<file path="config.mk">
export PLATFORM = sky130hd
export DESIGN_NAME = dom_access_port
export DESIGN_NICKNAME = d
export VERILOG_FILES = /design/src/rtl/dom_pkg.sv /design/src/rtl/dom_rx_bit_if.sv /design/src/rtl/dom_access_port.sv /design/src/rtl/dom_rx_sampler.sv
export SDC_FILE = /design/constraint.sdc
export NUM_CORES = 1
export LEC_CHECK = 0
export BUFFER_PORTS_ARGS = -buffer_cell sky130_fd_sc_hd__buf_4
export CAP_MARGIN = 10
export CORE_MARGIN = 2
export CORE_UTILIZATION = 55
export CTS_BUF_LIST = sky130_fd_sc_hd__clkbuf_4
export DETAILED_ROUTE_END_ITERATION = 7
export GPL_ROUTABILITY_DRIVEN = 0
export PLACE_DENSITY = 0.78
export REMOVE_ABC_BUFFERS = 1
export SLEW_MARGIN = 20
export SYNTH_ARGS = -nofsm -noshare
export SYNTH_HDL_FRONTEND = slang
export SYNTH_SLANG_ARGS = --single-unit
export TNS_END_PERCENT = 20
</file>
<file path="constraint.sdc">
create_clock -name core_clk -period 2.3 [get_ports core_clk]
set_clock_uncertainty 0.2 [all_clocks]
set_input_delay 0.115 -clock core_clk [delete_from_list [all_inputs] [get_ports core_clk]]
set_output_delay 0.115 -clock core_clk [all_outputs]
set_load 0.02 [all_outputs]
</file>
<file path="src/rtl/dom_pkg.sv">
package dom_pkg;

  // Line and overhead rates; one overhead bit opens every block
  localparam int LINE_RATE_KHZ = 44736;
  localparam int OVH_RATE_KHZ = 526;
  localparam int BLOCK_BITS = LINE_RATE_KHZ / OVH_RATE_KHZ;
  localparam int BLOCKS = 8;
  localparam int SUBFRAMES = 7;

  localparam logic [6:0] BIT_LAST = 7'(BLOCK_BITS - 1);
  localparam logic [2:0] BLK_LAST = 3'(BLOCKS - 1);
  localparam logic [2:0] SUB_LAST = 3'(SUBFRAMES - 1);

  // Positions within a block
  localparam logic [6:0] OVH_BIT = 7'h00;
  localparam logic [6:0] STUFF_BIT = 7'h01;
  localparam logic [6:0] OVH_CLK_RISE = 7'h2a;
  localparam logic [6:0] RX_OVH_FALL = 7'h01;
  localparam logic [6:0] RX_OVH_RISE = 7'h2b;
  localparam logic [6:0] RX_STUFF_FALL = 7'h02;
  localparam logic [6:0] RX_STUFF_RISE = 7'h2c;

  // Blocks carrying the stuff clock, the stuffed position and the X-bit; subframe of the X-bit
  localparam logic [2:0] STUFF_CLK_BLK = 3'h6;
  localparam logic [2:0] STUFF_BLK = 3'h7;
  localparam logic [2:0] X_BLK = 3'h0;
  localparam logic [2:0] X_SUB = 3'h0;

  typedef struct packed {
    logic [2:0] sub;
    logic [2:0] blk;
    logic [6:0] bit_n;
  } dom_pos_t;

  localparam dom_pos_t POS_ZERO = '0;

  function automatic dom_pos_t dom_next_pos(input dom_pos_t p);
    dom_pos_t n;
    n = p;
    if (p.bit_n != BIT_LAST) begin
      n.bit_n = p.bit_n + 7'h01;
    end else begin
      n.bit_n = OVH_BIT;
      if (p.blk != BLK_LAST) begin
        n.blk = p.blk + 3'h1;
      end else begin
        n.blk = 3'h0;
        n.sub = (p.sub == SUB_LAST) ? 3'h0 : p.sub + 3'h1;
      end
    end
    return n;
  endfunction

  // X-bit of the first subframe
  function automatic logic dom_is_x1(input dom_pos_t p);
    return (p.sub == X_SUB) && (p.blk == X_BLK) && (p.bit_n == OVH_BIT);
  endfunction

endpackage

</file>
<file path="src/rtl/dom_rx_bit_if.sv">
`timescale 1ns/10ps
`default_nettype none

interface dom_rx_bit_if;
  logic bit_valid;
  logic bit_data;
  modport src(output bit_valid, output bit_data);
  modport dst(input bit_valid, input bit_data);
endinterface

`default_nettype wire

</file>
<file path="src/rtl/dom_access_port.sv">
`timescale 1ns/10ps
`default_nettype none


module dom_access_port
  import dom_pkg::*;
(
  // Clock and reset
  input wire logic core_clk,
  input wire logic resetn,
  // Receive line pins
  input wire logic line_rx_clock,
  input wire logic line_rx_data,
  input wire logic line_rx_neg_rail,
  // Configuration
  input wire logic cfg_rx_fall_edge,
  input wire logic cfg_rx_dual_rail,
  input wire logic cfg_tx_sync_input,
  input wire logic cfg_m13_async,
  input wire logic cfg_tx_stuff_insert,
  // Transmit overhead pins
  output logic tx_ovh_bit_clock,
  input wire logic tx_ovh_data_in,
  input wire logic tx_ovh_insert_enable,
  input wire logic tx_ovh_frame_sync_i,
  output logic tx_ovh_frame_sync_o,
  output logic tx_ovh_frame_sync_oe,
  output logic tx_stuff_bit_clock,
  input wire logic tx_stuff_bit_data,
  // Receive overhead pins
  output logic rx_ovh_bit_clock,
  output logic rx_ovh_data_out,
  output logic rx_ovh_frame_sync,
  output logic rx_stuff_bit_clock,
  output logic rx_stuff_bit_data,
  // Core transmit stream
  input wire logic tx_bit_strobe,
  input wire logic tx_bit_internal,
  output logic tx_bit_out,
  output logic tx_bit_out_valid,
  output logic tx_mframe_start,
  // Core receive stream
  output logic rx_bit_valid,
  output logic rx_bit_data,
  input wire logic rx_mframe_align,
  output logic rx_mframe_start
);

  dom_rx_bit_if rx_bits ();

  dom_rx_sampler u_rx_sampler (
    .core_clk(core_clk),
    .resetn(resetn),
    .line_rx_clock(line_rx_clock),
    .line_rx_data(line_rx_data),
    .line_rx_neg_rail(line_rx_neg_rail),
    .cfg_rx_fall_edge(cfg_rx_fall_edge),
    .cfg_rx_dual_rail(cfg_rx_dual_rail),
    .rx_bits(rx_bits.src)
  );

  // ---------------- Transmit side ----------------

  logic [3:0] tx_pin_s1_q;
  logic [3:0] tx_pin_s2_q;
  logic sync_prev_q;
  logic sync_edge;
  dom_pos_t tx_pos_q;
  dom_pos_t tx_cur;
  logic ovh_clk_q;
  logic ins_data_q;
  logic ins_en_q;
  logic sync_out_q;
  logic stuff_clk_q;
  logic stuff_data_q;
  logic tx_out_q;
  logic tx_valid_q;
  logic tx_start_q;
  logic stuff_allowed;

  // Partner pins cross into the core clock through two flops
  always_ff @(posedge core_clk) begin
    if (!resetn) begin
      tx_pin_s1_q <= 4'h0;
      tx_pin_s2_q <= 4'h0;
    end else begin
      tx_pin_s1_q <= {tx_stuff_bit_data, tx_ovh_frame_sync_i,
                      tx_ovh_insert_enable, tx_ovh_data_in};
      tx_pin_s2_q <= tx_pin_s1_q;
    end
  end

  // Sync input is seen once per transmit clock rise
  always_ff @(posedge core_clk) begin
    if (!resetn) begin
      sync_prev_q <= 1'b0;
    end else if (tx_bit_strobe) begin
      sync_prev_q <= tx_pin_s2_q[2];
    end
  end

  assign sync_edge = cfg_tx_sync_input & tx_pin_s2_q[2] & ~sync_prev_q;
  // An input pulse says the current bit is the first X-bit
  assign tx_cur = sync_edge ? POS_ZERO : tx_pos_q;
  assign stuff_allowed = cfg_m13_async & cfg_tx_stuff_insert;

  always_ff @(posedge core_clk) begin
    if (!resetn) begin
      tx_pos_q <= POS_ZERO;
    end else if (tx_bit_strobe) begin
      tx_pos_q <= dom_next_pos(tx_cur);
    end
  end

  // Overhead clock: falls at each overhead slot, rises mid block
  always_ff @(posedge core_clk) begin
    if (!resetn) begin
      ovh_clk_q <= 1'b0;
    end else if (tx_bit_strobe) begin
      if (tx_cur.bit_n == OVH_BIT) begin
        ovh_clk_q <= 1'b0;
      end else if (tx_cur.bit_n == OVH_CLK_RISE) begin
        ovh_clk_q <= 1'b1;
      end
    end
  end

  // Bit sampled in block k fills the overhead slot of block k+1
  always_ff @(posedge core_clk) begin
    if (!resetn) begin
      ins_data_q <= 1'b0;
      ins_en_q <= 1'b0;
    end else if (tx_bit_strobe && tx_cur.bit_n == OVH_CLK_RISE) begin
      ins_data_q <= tx_pin_s2_q[0];
      ins_en_q <= tx_pin_s2_q[1];
    end
  end

  // The slot due next is the first X-bit after the last block
  always_ff @(posedge core_clk) begin
    if (!resetn) begin
      sync_out_q <= 1'b0;
    end else if (tx_bit_strobe && tx_cur.bit_n == OVH_BIT) begin
      sync_out_q <= (tx_cur.blk == BLK_LAST) &&
                    (tx_cur.sub == SUB_LAST);
    end
  end

  // Stuff clock runs only in M13 asynchronous format
  always_ff @(posedge core_clk) begin
    if (!resetn) begin
      stuff_clk_q <= 1'b0;
      stuff_data_q <= 1'b0;
    end else if (!cfg_m13_async) begin
      stuff_clk_q <= 1'b0;
    end else if (tx_bit_strobe) begin
      if (tx_cur.blk == STUFF_CLK_BLK && tx_cur.bit_n == OVH_CLK_RISE) begin
        stuff_clk_q <= 1'b1;
        stuff_data_q <= tx_pin_s2_q[3];
      end else if (tx_cur.blk == STUFF_BLK && tx_cur.bit_n == OVH_BIT) begin
        stuff_clk_q <= 1'b0;
      end
    end
  end

  // Outgoing bit with overhead and stuff replacement applied
  always_ff @(posedge core_clk) begin
    if (!resetn) begin
      tx_out_q <= 1'b0;
      tx_valid_q <= 1'b0;
      tx_start_q <= 1'b0;
    end else begin
      tx_valid_q <= tx_bit_strobe;
      if (tx_bit_strobe) begin
        tx_start_q <= dom_is_x1(tx_cur);
        if (tx_cur.bit_n == OVH_BIT && ins_en_q) begin
          tx_out_q <= ins_data_q;
        end else if (tx_cur.blk == STUFF_BLK &&
                     tx_cur.bit_n == STUFF_BIT && stuff_allowed) begin
          tx_out_q <= stuff_data_q;
        end else begin
          tx_out_q <= tx_bit_internal;
        end
      end
    end
  end

  assign tx_ovh_bit_clock = ovh_clk_q;
  assign tx_ovh_frame_sync_o = sync_out_q;
  assign tx_ovh_frame_sync_oe = ~cfg_tx_sync_input;
  assign tx_stuff_bit_clock = stuff_clk_q;
  assign tx_bit_out = tx_out_q;
  assign tx_bit_out_valid = tx_valid_q;
  assign tx_mframe_start = tx_start_q;

  // ---------------- Receive side ----------------

  dom_pos_t rx_pos_q;
  dom_pos_t rx_cur;
  logic rx_hold_q;
  logic rx_hold_x_q;
  logic rx_clk_q;
  logic rx_data_q;
  logic rx_sync_q;
  logic rx_stuff_hold_q;
  logic rx_stuff_clk_q;
  logic rx_stuff_data_q;
  logic rx_start_q;

  // Core framer flags the X-bit of the first subframe
  assign rx_cur = rx_mframe_align ? POS_ZERO : rx_pos_q;

  always_ff @(posedge core_clk) begin
    if (!resetn) begin
      rx_pos_q <= POS_ZERO;
    end else if (rx_bits.bit_valid) begin
      rx_pos_q <= dom_next_pos(rx_cur);
    end
  end

  always_ff @(posedge core_clk) begin
    if (!resetn) begin
      rx_hold_q <= 1'b0;
      rx_hold_x_q <= 1'b0;
      rx_stuff_hold_q <= 1'b0;
    end else if (rx_bits.bit_valid) begin
      if (rx_cur.bit_n == OVH_BIT) begin
        rx_hold_q <= rx_bits.bit_data;
        rx_hold_x_q <= dom_is_x1(rx_cur);
      end
      if (rx_cur.blk == STUFF_BLK && rx_cur.bit_n == STUFF_BIT) begin
        rx_stuff_hold_q <= rx_bits.bit_data;
      end
    end
  end

  // Data and sync move only when the overhead clock falls
  // Clock idles high so the first overhead slot gets a real fall
  always_ff @(posedge core_clk) begin
    if (!resetn) begin
      rx_clk_q <= 1'b1;
      rx_data_q <= 1'b0;
      rx_sync_q <= 1'b0;
    end else if (rx_bits.bit_valid) begin
      if (rx_cur.bit_n == RX_OVH_FALL) begin
        rx_clk_q <= 1'b0;
        rx_data_q <= rx_hold_q;
        rx_sync_q <= rx_hold_x_q;
      end else if (rx_cur.bit_n == RX_OVH_RISE) begin
        rx_clk_q <= 1'b1;
      end
    end
  end

  // Outside M13 the stuff pins are held low
  always_ff @(posedge core_clk) begin
    if (!resetn) begin
      rx_stuff_clk_q <= 1'b1;
      rx_stuff_data_q <= 1'b0;
    end else if (!cfg_m13_async) begin
      rx_stuff_clk_q <= 1'b0;
      rx_stuff_data_q <= 1'b0;
    end else if (rx_bits.bit_valid && rx_cur.blk == STUFF_BLK) begin
      if (rx_cur.bit_n == RX_STUFF_FALL) begin
        rx_stuff_clk_q <= 1'b0;
        rx_stuff_data_q <= rx_stuff_hold_q;
      end else if (rx_cur.bit_n == RX_STUFF_RISE) begin
        rx_stuff_clk_q <= 1'b1;
      end
    end
  end

  always_ff @(posedge core_clk) begin
    if (!resetn) begin
      rx_start_q <= 1'b0;
    end else if (rx_bits.bit_valid) begin
      rx_start_q <= dom_is_x1(rx_cur);
    end
  end

  assign rx_ovh_bit_clock = rx_clk_q;
  assign rx_ovh_data_out = rx_data_q;
  assign rx_ovh_frame_sync = rx_sync_q;
  assign rx_stuff_bit_clock = rx_stuff_clk_q;
  assign rx_stuff_bit_data = rx_stuff_data_q;
  assign rx_bit_valid = rx_bits.bit_valid;
  assign rx_bit_data = rx_bits.bit_data;
  assign rx_mframe_start = rx_start_q;

endmodule

`default_nettype wire

</file>
<file path="src/rtl/dom_rx_sampler.sv">
`timescale 1ns/10ps
`default_nettype none

module dom_rx_sampler
  import dom_pkg::*;
(
  // Clock and reset
  input wire logic core_clk,
  input wire logic resetn,
  // Line pins
  input wire logic line_rx_clock,
  input wire logic line_rx_data,
  input wire logic line_rx_neg_rail,
  // Configuration
  input wire logic cfg_rx_fall_edge,
  input wire logic cfg_rx_dual_rail,
  // Recovered bits
  dom_rx_bit_if.src rx_bits
);

  logic [2:0] clk_sync_q;
  logic [1:0] pos_sync_q;
  logic [1:0] neg_sync_q;
  logic last_pos_q;
  logic [1:0] hist_q;
  logic valid_q;
  logic data_q;
  logic line_edge;
  logic pulse;
  logic viol;

  always_ff @(posedge core_clk) begin
    if (!resetn) begin
      clk_sync_q <= 3'h0;
      pos_sync_q <= 2'h0;
      neg_sync_q <= 2'h0;
    end else begin
      clk_sync_q <= {clk_sync_q[1:0], line_rx_clock};
      pos_sync_q <= {pos_sync_q[0], line_rx_data};
      neg_sync_q <= {neg_sync_q[0], line_rx_neg_rail};
    end
  end

  // Data has the same sync delay as the clock, so it is stable here
  assign line_edge = cfg_rx_fall_edge ? (~clk_sync_q[1] & clk_sync_q[2])
                                      : (clk_sync_q[1] & ~clk_sync_q[2]);
  assign pulse = pos_sync_q[1] | neg_sync_q[1];
  assign viol = (pos_sync_q[1] & last_pos_q) |
                (neg_sync_q[1] & ~last_pos_q);

  // Bipolar violation marks B0V or 00V; both decode to three zeros
  always_ff @(posedge core_clk) begin
    if (!resetn) begin
      last_pos_q <= 1'b0;
      hist_q <= 2'h0;
      data_q <= 1'b0;
    end else if (line_edge) begin
      if (cfg_rx_dual_rail) begin
        data_q <= viol ? 1'b0 : hist_q[1];
        hist_q <= viol ? 2'h0 : {hist_q[0], pulse};
        if (pulse) begin
          last_pos_q <= pos_sync_q[1];
        end
      end else begin
        data_q <= pos_sync_q[1];
      end
    end
  end

  always_ff @(posedge core_clk) begin
    if (!resetn) begin
      valid_q <= 1'b0;
    end else begin
      valid_q <= line_edge;
    end
  end

  assign rx_bits.bit_valid = valid_q;
  assign rx_bits.bit_data = data_q;

endmodule

`default_nettype wire

</file>
# After elaboration in Yosys (flattened, before gate mapping)
# Cells that the tools add are included.
# op_classes
n_bitwise,14
reduce_logical,35
add_sub_neg,6
muxes,28
eq_ne,17
# ops
operator,count
2-to-1 mux 13 bit,2
== test 7 x 6 -> 1 bit (second input constant),3
AND reduction 2 bit,10
2-to-1 mux 3 bit,6
== test 3 bit (second input constant),5
2-to-1 mux 1 bit,15
adder 7 x 1 -> 7 bit (second input constant),2
== test 7 x 1 -> 1 bit (second input constant),2
logical AND 1 bit,14
logical NOT 7 bit,2
2-to-1 mux 7 bit,2
inequality test 7 bit (second input constant),2
adder 3 x 1 -> 3 bit (second input constant),4
logical NOT 3 bit,4
2-to-1 mux 6 bit,2
bitwise AND 1 bit,7
== test 7 x 2 -> 1 bit (second input constant),1
inequality test 3 bit (second input constant),2
AND reduction 3 bit,2
nonzero test 2 bit,3
NOT 1 bit,5
inequality test 3 x 1 -> 1 bit (second input constant),1
2-to-1 mux 2 bit,1
inequality test 2 x 1 -> 1 bit (second input constant),1
bitwise OR 1 bit,2
# totals
input_bits,17
register_bits,65
output_inout_bits,15

# Logic depth before layout (Yosys ltp)
# Gate-level depths: netlist (run 1).
# depth
ltp_word,8
depth_mapped,10
ltp_nobuf,9

# Cells and area by module
# From an unflattened synthesis (run 1), not the netlist that was laid out.
# hier_totals
cells_unflattened,372
area_unflattened_um2,3238.1
# by_module_without_submodules
mod,seq_area_each_um2,cells_each,instances,area_each_um2
dom_access_port,1061.0,321,1,2750.1
dom_rx_sampler,240.2,51,1,488.0

# Worst setup path after synthesis (run 1)
# No wires, ideal clock.
# synth_timing
path_type,register to register
startpoint,reg sync_prev_q
endpoint,reg tx_pos_q[6] in the netlist's numbering
setup_slack_ns,0.027
required_time_ns,2.012
setup_ns,0.088
arrival_ns,1.985
path_buffers,1
path_stages_with_launch,10
cell_sequence,dfxtp_1 -> nand3b_1 -> clkbuf_1 -> and2_1 -> inv_1 -> ha_1 -> and2_1 -> a21o_1 -> and2_4 -> o32ai_2
# synth_between
elab_chain_len,5
# synth_rtl
element,line,text
start: declaration,dom_access_port.sv:66,logic sync_prev_q;
start signal: assignment,dom_access_port.sv:98,sync_prev_q <= tx_pin_s2_q[2];
NOT 1 bit (*),dom_access_port.sv:102,assign sync_edge = cfg_tx_sync_input & tx_pin_s2_q[2] & ~sync_prev_q;
bitwise AND 1 bit (*),dom_access_port.sv:102,
2-to-1 mux 13 bit (*),dom_access_port.sv:104,assign tx_cur = sync_edge ? POS_ZERO : tx_pos_q;
adder 7 x 1 -> 7 bit / inequality test 7 bit (equally long branches),"dom_pkg.sv:41, dom_pkg.sv:40",
2-to-1 mux 7 bit (*),dom_pkg.sv:40,if (p.bit_n != BIT_LAST) begin
end signal: assignment,dom_access_port.sv:111,tx_pos_q <= dom_next_pos(tx_cur);
end: declaration,dom_access_port.sv:68,dom_pos_t tx_pos_q;
# Mark *: on every way between the ends. The rest lies on a longest branch, timed or not.
# A chain may end at the register's enable or synchronous reset.

# Final worst setup path (run 1)
# layout_timing
startpoint,reg sync_prev_q
endpoint,reg tx_pos_q[11] in the netlist's numbering
# layout_between
elab_chain_len,7
# layout_rtl
element,line,text
NOT 1 bit (*),dom_access_port.sv:102,
bitwise AND 1 bit (*),dom_access_port.sv:102,
2-to-1 mux 13 bit (*),dom_access_port.sv:104,
adder 3 x 1 -> 3 bit / == test 3 bit (equally long branches),dom_pkg.sv:48,n.sub = (p.sub == SUB_LAST) ? 3'h0 : p.sub + 3'h1;
2-to-1 mux 3 bit,dom_pkg.sv:48,
2-to-1 mux 3 bit,dom_pkg.sv:44,if (p.blk != BLK_LAST) begin
2-to-1 mux 6 bit (*),dom_pkg.sv:40,
# Marks and branches as above.

==> results.txt, run 1 <==
- Entering global routing, the biggest net connects 35 pins.
* Vias: 2844
- Count of TritonRoute iterations in the first routing pass: 4
- In the synthesized netlist the async set-or-reset flop fraction comes to 0.
- Critical Path Start Type: register
* Critical Path Max Stage Delay: approximately 0.48 ns
* Arrival @ worst endpoint: 2.42 ns
- After filler insertion, the fill cell instance count of the layout stands at 489.
- Mean post-synth cell area: ~8.7 um^2
- Power density normalized to cell area: between 500 and 600 nW/um^2
- Number of core rows: 27
* DRT antenna net count: 0
- For the pin with the worst max-slew slack, the measured transition is roughly 0.5 ns.
- Peak supply drop: ~420 uV
- Latest clock arrival within the worst-skew pair: between 0.4 and 0.5 ns
- Total of max-cap violations: 0
* Sw Share: 0.263
- Levels on crit path: 8
- Highest clock rate: ~440 MHz
- STA classifies the critical path endpoint as a register.
- Global-route wire length before repair: 12000 um
- Chip width: approximately 80 um
- Floorplan die height: between 80 and 90 um
- The most used flip-flop cell after synthesis is dfxtp_1.
- For this block, the initial DRC count from the detailed router was about 150.
- Largest cells by area after synthesis: dfxtp_1, ha_1, and2_1, nand2_1, nand3_1
- Together, buffers and inverters on the worst path number 1.
- Of the synthesized area, sequential elements account for 0.406.
- For this configuration, the core starts out at a cell density of 0.574.
- Sequential Power Share: 0.581
* Placed insts: ~460
* Ys Warns: 0
- CTS tree: done
* Proportion of layout cells with a drive suffix above 1: 0.156
* Power Total: ~2.0 mW
- Total wirelength of the detailed-routed design: slightly above 7000 um
- Remaining routing DRC violations: 0
* Number of register bits inferred by synthesis: 65
- Overflow after GRT: 0
- Combinational Power Share: 0.092
- The worst hold path passes through 5 cells.
- Post-Syn Area: about 3200 um^2
* Class of the most critical setup path: reg -> reg
* Required @ worst endpoint: roughly 2.5 ns
* Number of flops mapped to enable cells by yosys: 0
* CP max FO: 7
- Met2 layer wire length in the routed design: approximately 3600 um
* Ratio of routed vias to standard cells: 5.83
- Total CTS buffers: 9
- Maximum count of clock buffers along a single path: 2
- Of the total power, the clock network draws 0.327.
- The number of cells on the worst reg-to-reg path is 8.
- After technology mapping, the gate count stands at 370.
- Core Footprint: 5570 um^2
* Static leakage: between 1.5 and 2 nW
- CTS root buffer: clkbuf_4
- Largest area contributor in the synthesized netlist: dfxtp_1
- The H-tree was split into 3 levels.
- Relative slew margins: 0.661
- Once layout is complete, the cells apart from fillers number ~490.
* I/O pins: 32
* Routed length on met1: around 3200 um
- The die covers about 6400 um^2.
* Area growth syn-to-layout: 16.8%
* Number of global-route vias before repair: 2577
- Tcrit/Tclk final: 0.980
- Initial antenna violation count: 0
- The run finished with clean final reports.
- The count of final hold-check violations was 0.
* HPWL after detailed placement: 4860 um
- Count of buffers from port buffering: 31
- The detailed router used layers up to and including met4.
- After detailed routing, the average wire length per cell comes to 14.7 um.
* Total number of nets in the final design: ~440
- The number of max-slew violations in the final report was 0.
- Final hold slack: roughly 0.11 ns
- Setup repair after global routing could not meet its margin everywhere.
- Routed met3 length: between 300 and 400 um
- Clk pin slew, worst setup/hold paths: approximately 0.11 ns
* Delay-heaviest family, CP: simple AND/OR/NAND/NOR gates
- Of the post-synthesis cell area, the dominant cell type holds 0.406.
* Setup violators final: 0
* Clock sink count: 65
* GRT Total Usage: 0.240
* Commonest cells after routing, fill and taps aside: dfxtp_1, nand2_1, buf_4
* Shortest period the worst path allows: roughly 2.3 ns
* Antenna Cells: 0
* Worst-path cell with the longest stage delay: or4_1
* Sw power: about 0.53 mW
* Internal portion of total power: 1.48 mW
- Cell chain of the critical path: nand3b_1, and2_1, inv_1, ha_1, and2_2, nand3_2, or4_1, nand2_1
- Class of the worst hold path: in -> reg
- Most frequent standard cell in the layout excluding fill and tap cells: dfxtp_1
* Number of different library cells in the post-synthesis netlist: 58
==> state kept, by name (all words and copies together) (netlist names), 2 cells and up <==
name and flops:
tx_pos_q 13, tx_pin_s1_q 4, u_rx_sampler.neg_sync_q 2, u_rx_sampler.pos_sync_q 2, u_rx_sampler.clk_sync_q 3, rx_pos_q 13
tx_pin_s2_q 4, u_rx_sampler.hist_q 2
==> routing by layer <==
metal | track usage | vias up
li1 | - | 1420
met1 | 0.312 | 1326
met2 | 0.389 | 84
met3 | 0.0393 | 14
met4 | 0.112 | 0
met5 | 0 | -
==> synthesized netlist by cell type (5+ instances only) <==
cell,count
mux2i_1,10
nand2b_1,8
a31oi_1,10
nand3_1,24
dfxtp_1,65
ha_1,15
a21oi_1,18
and3_1,7
clkbuf_1,15
o21a_1,5
and2_1,24
o21ai_1,14
nor2b_1,7
nand2_1,39
nand4_1,7
nor2_1,20
inv_1,11
==> repair_timing <==
item,4_1_cts,5_1_grt
setup buffers,0,1
endpoints found under the setup margin,1,10
pin swaps,0,2
gates resized for setup,1,3
hold endpoints to repair,40,0
hold buffers,14,0
==> path summary, 6_finish.rpt <==
kind,from,end,slack (ns)
worst max-delay path,sync_prev_q,tx_pos_q[11],0.05
worst min-delay path,cfg_tx_stuff_insert,tx_bit_out,0.11
worst max register to register,sync_prev_q,tx_pos_q[11],0.05
worst min register to register,tx_pin_s2_q[1],ins_en_q,0.24
==> worst reg2reg max path: stages, from the launching register on <==
cell and delay [ns]:
dfxtp_1 0.32, nand3b_1 0.30, and2_1 0.28, inv_1 0.09, ha_1 0.16, and2_2 0.21
nand3_2 0.10, or4_1 0.48, nand2_1 0.07
==> kinds of logic after synthesis <==
kind of cell,Yosys count,share of synthesized area
compound gates,82,0.172
fa+ha+maj,15,0.0586
buf+inv,34,0.0449
flops,65,0.406
mux,11,0.0348
simple gates,163,0.283
==> through the flow <==
stage | utilization | area, um^2 | setup slack, ns | setup TNS (ns)
floorplan | - | 3110 | 0.0519 | 0
global placement | 0.622 | 3470 | 0.0839 | 0
detailed placement | 0.622 | 3470 | 0.00461 | 0
CTS | 0.668 | 3720 | 0.0205 | 0
global route | 0.671 | 3740 | -0.111 | -0.489
finish | 0.671 | 3740 | 0.0459 | 0
==> power by group through the flow <==
stage | logic, mW | registers, mW | clock network (mW)
after floorplan | 0.0689 | 1.19 | 0
after global placement | 0.158 | 1.19 | 0
after detailed placement | 0.161 | 1.19 | 0
after CTS | 0.181 | 1.16 | 0.676
after global routing | 0.201 | 1.17 | 0.726
final | 0.183 | 1.16 | 0.655
==> cell type report <==
cell class              count  area, um^2  area share
clock buffers              11        82.6      0.0221
clock inverters             5        32.5     0.00870
inverters                  13        48.8      0.0130
multi-input cells         271        1770       0.472
flip-flops and latches     65        1300       0.348
well taps                  72        90.1      0.0241
repair buffers             51         418       0.112
Power figures use the tool's default switching activity.
==> run 2, diff against run 1 <==
Settings changed: CORE_UTILIZATION 55 to 60, PLACE_DENSITY 0.78 to 0.81.
Clock period 2.3 ns to 2.23 ns, I/O delays scaled along.
==> run 2 against run 1 <==
Clock-buffer cell count fell by 2. Worst hold slack got worse by 0.029 ns. Sequential share of layout area shrank 1.9 points. Clock power rose by 68%. Sequential power grew 3%. Register-to-register slack about the same. Largest cell class unchanged. Critical path depth grew 2. Critical endpoint is now tx_bit_out. Utilization rose by 10 points. Largest power group unchanged. Setup slack got worse by 0.00065 ns. Critical path type unchanged.
==> results.txt, run 2 (synthesis gave the netlist of run 1 again) <==
* Run status: complete, no violations
- Worst reg2reg startpoint: sync_prev_q
* Internal reg-to-reg setup slack: roughly 0.045 ns
- Along the worst hold path, the cell count comes to 4.
* Top cell by count, worst path: ha_4
* Number of global-route vias before repair: about 2700
- Share of power burned in the clock network: 0.441
* Starting DRT DRC Count: ~260
- Setup violations remaining at the end of the flow were counted as 0.
- Final hold analysis gives a worst-case slack of a little under 0.08 ns.
* GRT Total Usage: 0.259
- In this run the worst path has a maximum fanout of 8.
* Sw power: roughly 0.55 mW
* H-tree Lvls: 3
- Worst-path cell with the longest stage delay: dfxtp_2
- Power spread over the standard cell area amounts to about 630 nW/um^2.
- The floorplan has 26 rows.
- Total number of nets in the final design: between 400 and 500
* Commonest cells after routing, fill and taps aside: dfxtp_1, buf_4, nand2_1
- In this run the critical register-to-register path is captured at tx_bit_out.
- Largest net degree at the start of global routing: 34
- Of the cells placed in the final design, the portion with a size suffix greater than 1 is 0.195.
* Starting utilization of the core area: 0.623
- Counting cells, the worst reg-to-reg path comes to 10.
- The worst hold path terminates at tx_pos_q[3].
- Final standard cell count with taps included and fillers excluded: 496
- For the worst setup path, the data arrival time is about 2.3 ns.
* Tightest Pin Transition: ~0.46 ns
- CTS placed an instance of clkbuf_4 at the clock tree root.
- Detailed-route wire length per cell: approximately 15 um
- The design draws 2.50 mW.
* Total CTS buffers: 9
- I/O pins: 32
- Clk pin slew, worst setup/hold paths: ~0.11 ns
- Combinational Power Share: 0.080
- In the finished design, the share of the clock period the worst path needs comes to 0.980.
* Relative slew margins: 0.692
* Clock sink count: 65
- The worst setup path is captured at a register.
- STA puts the critical path data required time at 2.38 ns.
- For this run, the slowest stage of the critical path takes between 0.3 and 0.4 ns.
- Count of TritonRoute iterations in the first routing pass: 5
- Antenna Cells: 0
* Unrepaired setup endpoints after global routing: yes
- Ratio of routed vias to standard cells: 6.01
- The number of max-slew violations in the final report was 0.
- Maximum count of clock buffers along a single path: 2
* Highest clock rate: around 460 MHz
- The region available for standard cell placement spans just over 5000 um^2.
- Max-cap violations in this run came to 0.
* Initial antenna violation count: 0
* Bufs and invs on worst path: 2
* Overflow after GRT: 0
* Startpoint of the tightest hold check path: cfg_tx_sync_input
* Vias: 2981
- The smallest clock period supported by the final layout is computed as between 2 and 2.5 ns.
* Delay-heaviest family, CP: simple AND/OR/NAND/NOR gates
- The critical path is of the reg -> reg type.
* Number of endpoints with negative hold slack in the final report: 0
- Measured on the finished design, the core utilization comes to 0.770.
* HPWL after detailed placement: 4810 um
- The internal power of the cells totals 1.95 mW.
* Chip width: a little under 80 um
- The first global-routing pass estimated around 12000 um of wire.
- Total wirelength of the detailed-routed design: 7670 um
- Latest clock arrival within the worst-skew pair: 0.41 ns
- DRT antenna net count: 0
* Area growth syn-to-layout: 23.7%
* Sw Share: 0.221
- Most frequent standard cell in the layout excluding fill and tap cells: dfxtp_1
- Placed insts: between 400 and 500
- The largest registers in the layout are rx_pos_q: 13 flops, tx_pos_q: 13 flops.
* Sequential Power Share: 0.480
- TritonCTS built the clock tree.
* Full die area: ~5900 um^2
* Cell chain of the critical path: nand3b_1, buf_6, and2_4, ha_4, ha_4, buf_4, nand4_1, mux2i_1, a211o_1, a31oi_1
- STA classifies the critical path startpoint as a register.
- In this run the static leakage power is around 1.6 nW.
- Count of buffers from port buffering: 31
- Measured along the y axis, the die boundary spans 77.1 um.
* Class of the worst hold path: in -> reg
* Remaining routing DRC violations: 0
- In the final timing run, aggregate negative setup slack is 0 ns.
- Peak supply drop: 568 uV
run 2: changes by cell type in the layout (fill, tap and decap cells not counted), sizes merged:
cell,change
buf,+9
clkbuf,-2
dlygate4sd3,+1
clkinv,-2
bufinv,+4
run 2: final cells by class:
type	count	area (um^2)
clock buffer	9	67.6
multi-input combinational	271	1820
tap	70	87.6
sequential	65	1300
timing repair buffer	61	503
fill	357	1180
clock inverter	7	133
inverter	13	48.8
run 2: stage by stage:
| step | worst slack (ns) | cell area (um^2) |
|---|---|---|
| after global placement | 0.131 | 3500 |
| final | 0.0453 | 3960 |
| after detailed placement | 0.0112 | 3500 |
| after CTS | 0.000863 | 3860 |
| after global routing | -0.0250 | 3960 |
| after floorplan | -0.0181 | 3110 |
run 2: worst max-delay path by stage:
| stage | startpoint | end | slack, ns | cells after the start |
|---|---|---|---|---|
| 2_1_floorplan | sync_prev_q | tx_pos_q[10] | -0.02 | 8 |
| 3_3_place_gp | sync_prev_q | tx_pos_q[6] | 0.13 | 9 |
| 3_5_place_dp | sync_prev_q | tx_pos_q[6] | 0.01 | 9 |
| 4_1_cts | sync_prev_q | tx_pos_q[6] | 0.0009 | 9 |
| 5_1_grt | sync_prev_q | tx_pos_q[11] | -0.03 | 8 |
| 6_report | sync_prev_q | tx_bit_out | 0.05 | 10 |
run 2: metal layers:
layer  track usage  wire [um]
met2         0.426       3590
met3        0.0541        453
met1         0.316       3430
met5             0          0
met4         0.139        199
run 2: timing repair:
item,4_1_cts,5_1_grt
pin swaps,0,2
endpoints found under the hold margin,42,0
hold buffers,15,0
setup buffers,0,5
resized for setup,3,18
endpoints found under the setup margin,3,8
run 2: power groups by stage:
stage | registers (mW) | logic [mW] | clock network (mW)
detailed placement | 1.23 | 0.168 | 0
CTS | 1.20 | 0.190 | 1.11
floorplan | 1.23 | 0.0710 | 0
global placement | 1.22 | 0.164 | 0
global route | 1.20 | 0.216 | 1.16
finish | 1.20 | 0.199 | 1.10
run 2: worst min-delay path: cells and delay by family:
| family | cells | cell delay [ns] |
|---|---|---|
| AO/OA/AOI/OAI | 1 | 0.11 |
| buffers and inverters | 1 | 0.12 |
| AND/OR/NAND/NOR | 2 | 0.32 |
==> run 3, diff against run 2 <==
Settings changed: CORE_UTILIZATION 60 to 50, PLACE_DENSITY 0.81 to unset, PLACE_DENSITY_LB_ADDON set to 0.25.
==> run 3 against run 2 <==
Non-clock buffer count down 5. Setup slack got worse by 0.017 ns. Worst hold slack improved by 0.063 ns. Wire length shrank 3.8%. Largest cell class unchanged. Largest power group unchanged.
==> results.txt, run 3 (synthesis gave the netlist of run 1 again) <==
- The run finished with clean final reports.
* Tightest Pin Transition: between 0.4 and 0.5 ns
- Shortest period the worst path allows: approximately 2.2 ns
* Total Negative Setup Slacks: 0 ns
* Latest clock arrival within the worst-skew pair: approximately 0.41 ns
* CTS tree: done
- The critical path starts at sync_prev_q.
- For the worst setup path, the data required time is between 2 and 2.5 ns.
- HPWL after detailed placement: 4850 um
- Terminus of the critical flop-to-flop path: tx_bit_out
- For this design, the slowest cell found on the critical path is dfxtp_1.
- Ratio of routed vias to standard cells: approximately 5.8
- The die is ~84 um wide.
- Summed over all layers, the routed wires come to approximately 7400 um.
- Bufs and invs on worst path: 0
- Global-route wire length before repair: about 13000 um
* Clk pin slew, worst setup/hold paths: 0.11 ns
* Class of the worst hold path: in -> reg
- On the critical path the largest part of the delay comes from simple AND/OR/NAND/NOR gates.
- Detailed-route wire length per cell: around 15 um
* Met2 layer wire length in the routed design: between 3000 and 4000 um
- In this run the vertical extent of the chip is around 84 um.
- Row generation in the floorplan step produced 29 rows.
- In the final layout, the registers with the most flip-flops are rx_pos_q: 13 flops, tx_pos_q: 13 flops.
- The count of final hold-check violations came to 0.
- Total number of nets in the final design: 448
* Cell chain of the critical path: nand3b_1, and2_1, ha_1, ha_4, nand4_1, mux2i_1, a211o_1, a31oi_1
* Largest net degree at the start of global routing: 36
* Critical Path Max Stage Delay: roughly 0.35 ns
* Antenna Cells: 0
* Routed met3 length: ~280 um
* GRT Total Usage: 0.218
* Levels on crit path: 8
- Area growth syn-to-layout: 19.5%
* Critical Path Start Type: register
- Initial antenna violation count: 0
- Once detail routing completed, the nets flagged for antenna violations numbered 0.
- For this block, the initial DRC count from the detailed router was roughly 170.
- TritonCTS created 9 clock buffers.
* Static leakage: 1.53 nW
- The library cell used most frequently in the layout, excluding fill and tap cells, is dfxtp_1.
* Tcrit/Tclk final: 0.987
* Filler cells: 555
* Setup violators final: 0
- Topmost layer with routed signal wires: met4
- In this run the tool buffered the top-level ports with 31 buffer cells.
- Maximum count of clock buffers along a single path: 2
* Core Footprint: roughly 6300 um^2
- During I/O placement, the number of pins put on the boundary was 32.
- Power density normalized to cell area: ~570 nW/um^2
- Worst reg2reg startpoint: sync_prev_q
- Data on the critical path arrives at its endpoint at roughly 2.3 ns.
- Count of TritonRoute iterations in the first routing pass: 5
* Overflow after GRT: 0
* Vias: between 2000 and 3000
- The tree built by TritonCTS fans out to 65 sinks.
* Starting utilization of the core area: 0.510
- The worst-case IR drop observed on VDD is between 400 and 500 uV.
- For this run, design rule violations remaining after detail routing come to 0.
* Worst Reg2Reg Path Length in Cells: 8
- Highest clock rate: 454 MHz
- Following the worst setup path forward leads to its endpoint at tx_bit_out.
- Unrepaired setup endpoints after global routing: yes
- Proportion of layout cells with a drive suffix above 1: 0.171
* Class of the most critical setup path: reg -> reg
- Final setup margin: 0.0285 ns
* Number of global-route vias before repair: between 2000 and 3000
* Total of max-cap violations: 0
* Minimum setup slack after placement: -0.0345 ns
- Crit. End Element: register
- Slew Viols, Final: 0
- CP max FO: 7
- H-tree Lvls: 3
- CTS root buffer: clkbuf_4
* Routed length on met1: 3420 um
* Commonest cells after routing, fill and taps aside: dfxtp_1, buf_4, nand2_1
* Relative slew margins: 0.670
- The worst register-to-register path has a setup slack of approximately 0.028 ns.
- The die covers between 7000 and 8000 um^2.
-- run 3: cell count changes in the layout (fill, tap and decap cells not counted), sizes merged --
cell,previous run,this run
bufinv,4,1
clkbuf,9,11
clkinvlp,0,1
dlygate4sd3,15,14
buf,46,42
-- run 3: routing by layer --
metal,global-route usage,up-vias
li1,-,1421
met1,0.295,1361
met2,0.342,71
met3,0.0386,11
met4,0.0880,0
met5,0,-
-- run 3: per-stage QoR --
step                cell area [um^2]  std cells  hold slack, ns  power, mW   util
floorplan                       3110        349        -0.00851       1.30      -
global placement                3500        465           0.119       1.39  0.557
detailed placement              3500        465           0.124       1.40  0.557
CTS                             3780        495          0.0893       2.20  0.602
global route                    3820        498           0.182       2.28  0.609
finish                          3820        498           0.140       2.19  0.609
-- run 3: how the worst min path moves through the flow --
stage | start | to | cells after the start
final | cfg_tx_stuff_insert | tx_bit_out | 5
after global routing | cfg_tx_stuff_insert | tx_bit_out | 5
after CTS | cfg_tx_stuff_insert | tx_bit_out | 5
after detailed placement | line_rx_data | u_rx_sampler.pos_sync_q[0] | 2
after global placement | tx_ovh_insert_enable | tx_pin_s1_q[1] | 2
after floorplan | resetn | rx_ovh_bit_clock | 1
-- run 3: timing repair --
| action | CTS | global route |
|---|---|---|
| hold buffers | 14 | 0 |
| setup endpoints to repair | 3 | 11 |
| pin swaps | 0 | 2 |
| endpoints found under the hold margin | 40 | 0 |
| buffers inserted | 0 | 3 |
| gates resized for setup | 2 | 6 |
-- run 3: worst register-to-register path, delay by kind of cell, from the launching register on --
kind	cells	cell delay (ns)
adders and majority gates	2	0.47
DFF	1	0.35
AOI/OAI and AO/OA	2	0.40
muxes	1	0.14
and+or+nand+nor	3	0.58
-- run 3: power by group --
group	switching, mW	internal (mW)
registers	0.0130	1.18
clock network	0.428	0.366
logic	0.106	0.0888
total	0.548	1.64
-- run 3: layout make-up --
type	count	area, um^2	share of cell area
Multi-Input combinational cell	271	1780	0.466
Sequential cell	65	1300	0.340
Timing Repair Buffer	56	455	0.119
Tap cell	77	96.3	0.0252
Clock buffer	11	82.6	0.0216
Clock inverter	5	56.3	0.0147
Inverter	13	48.8	0.0128
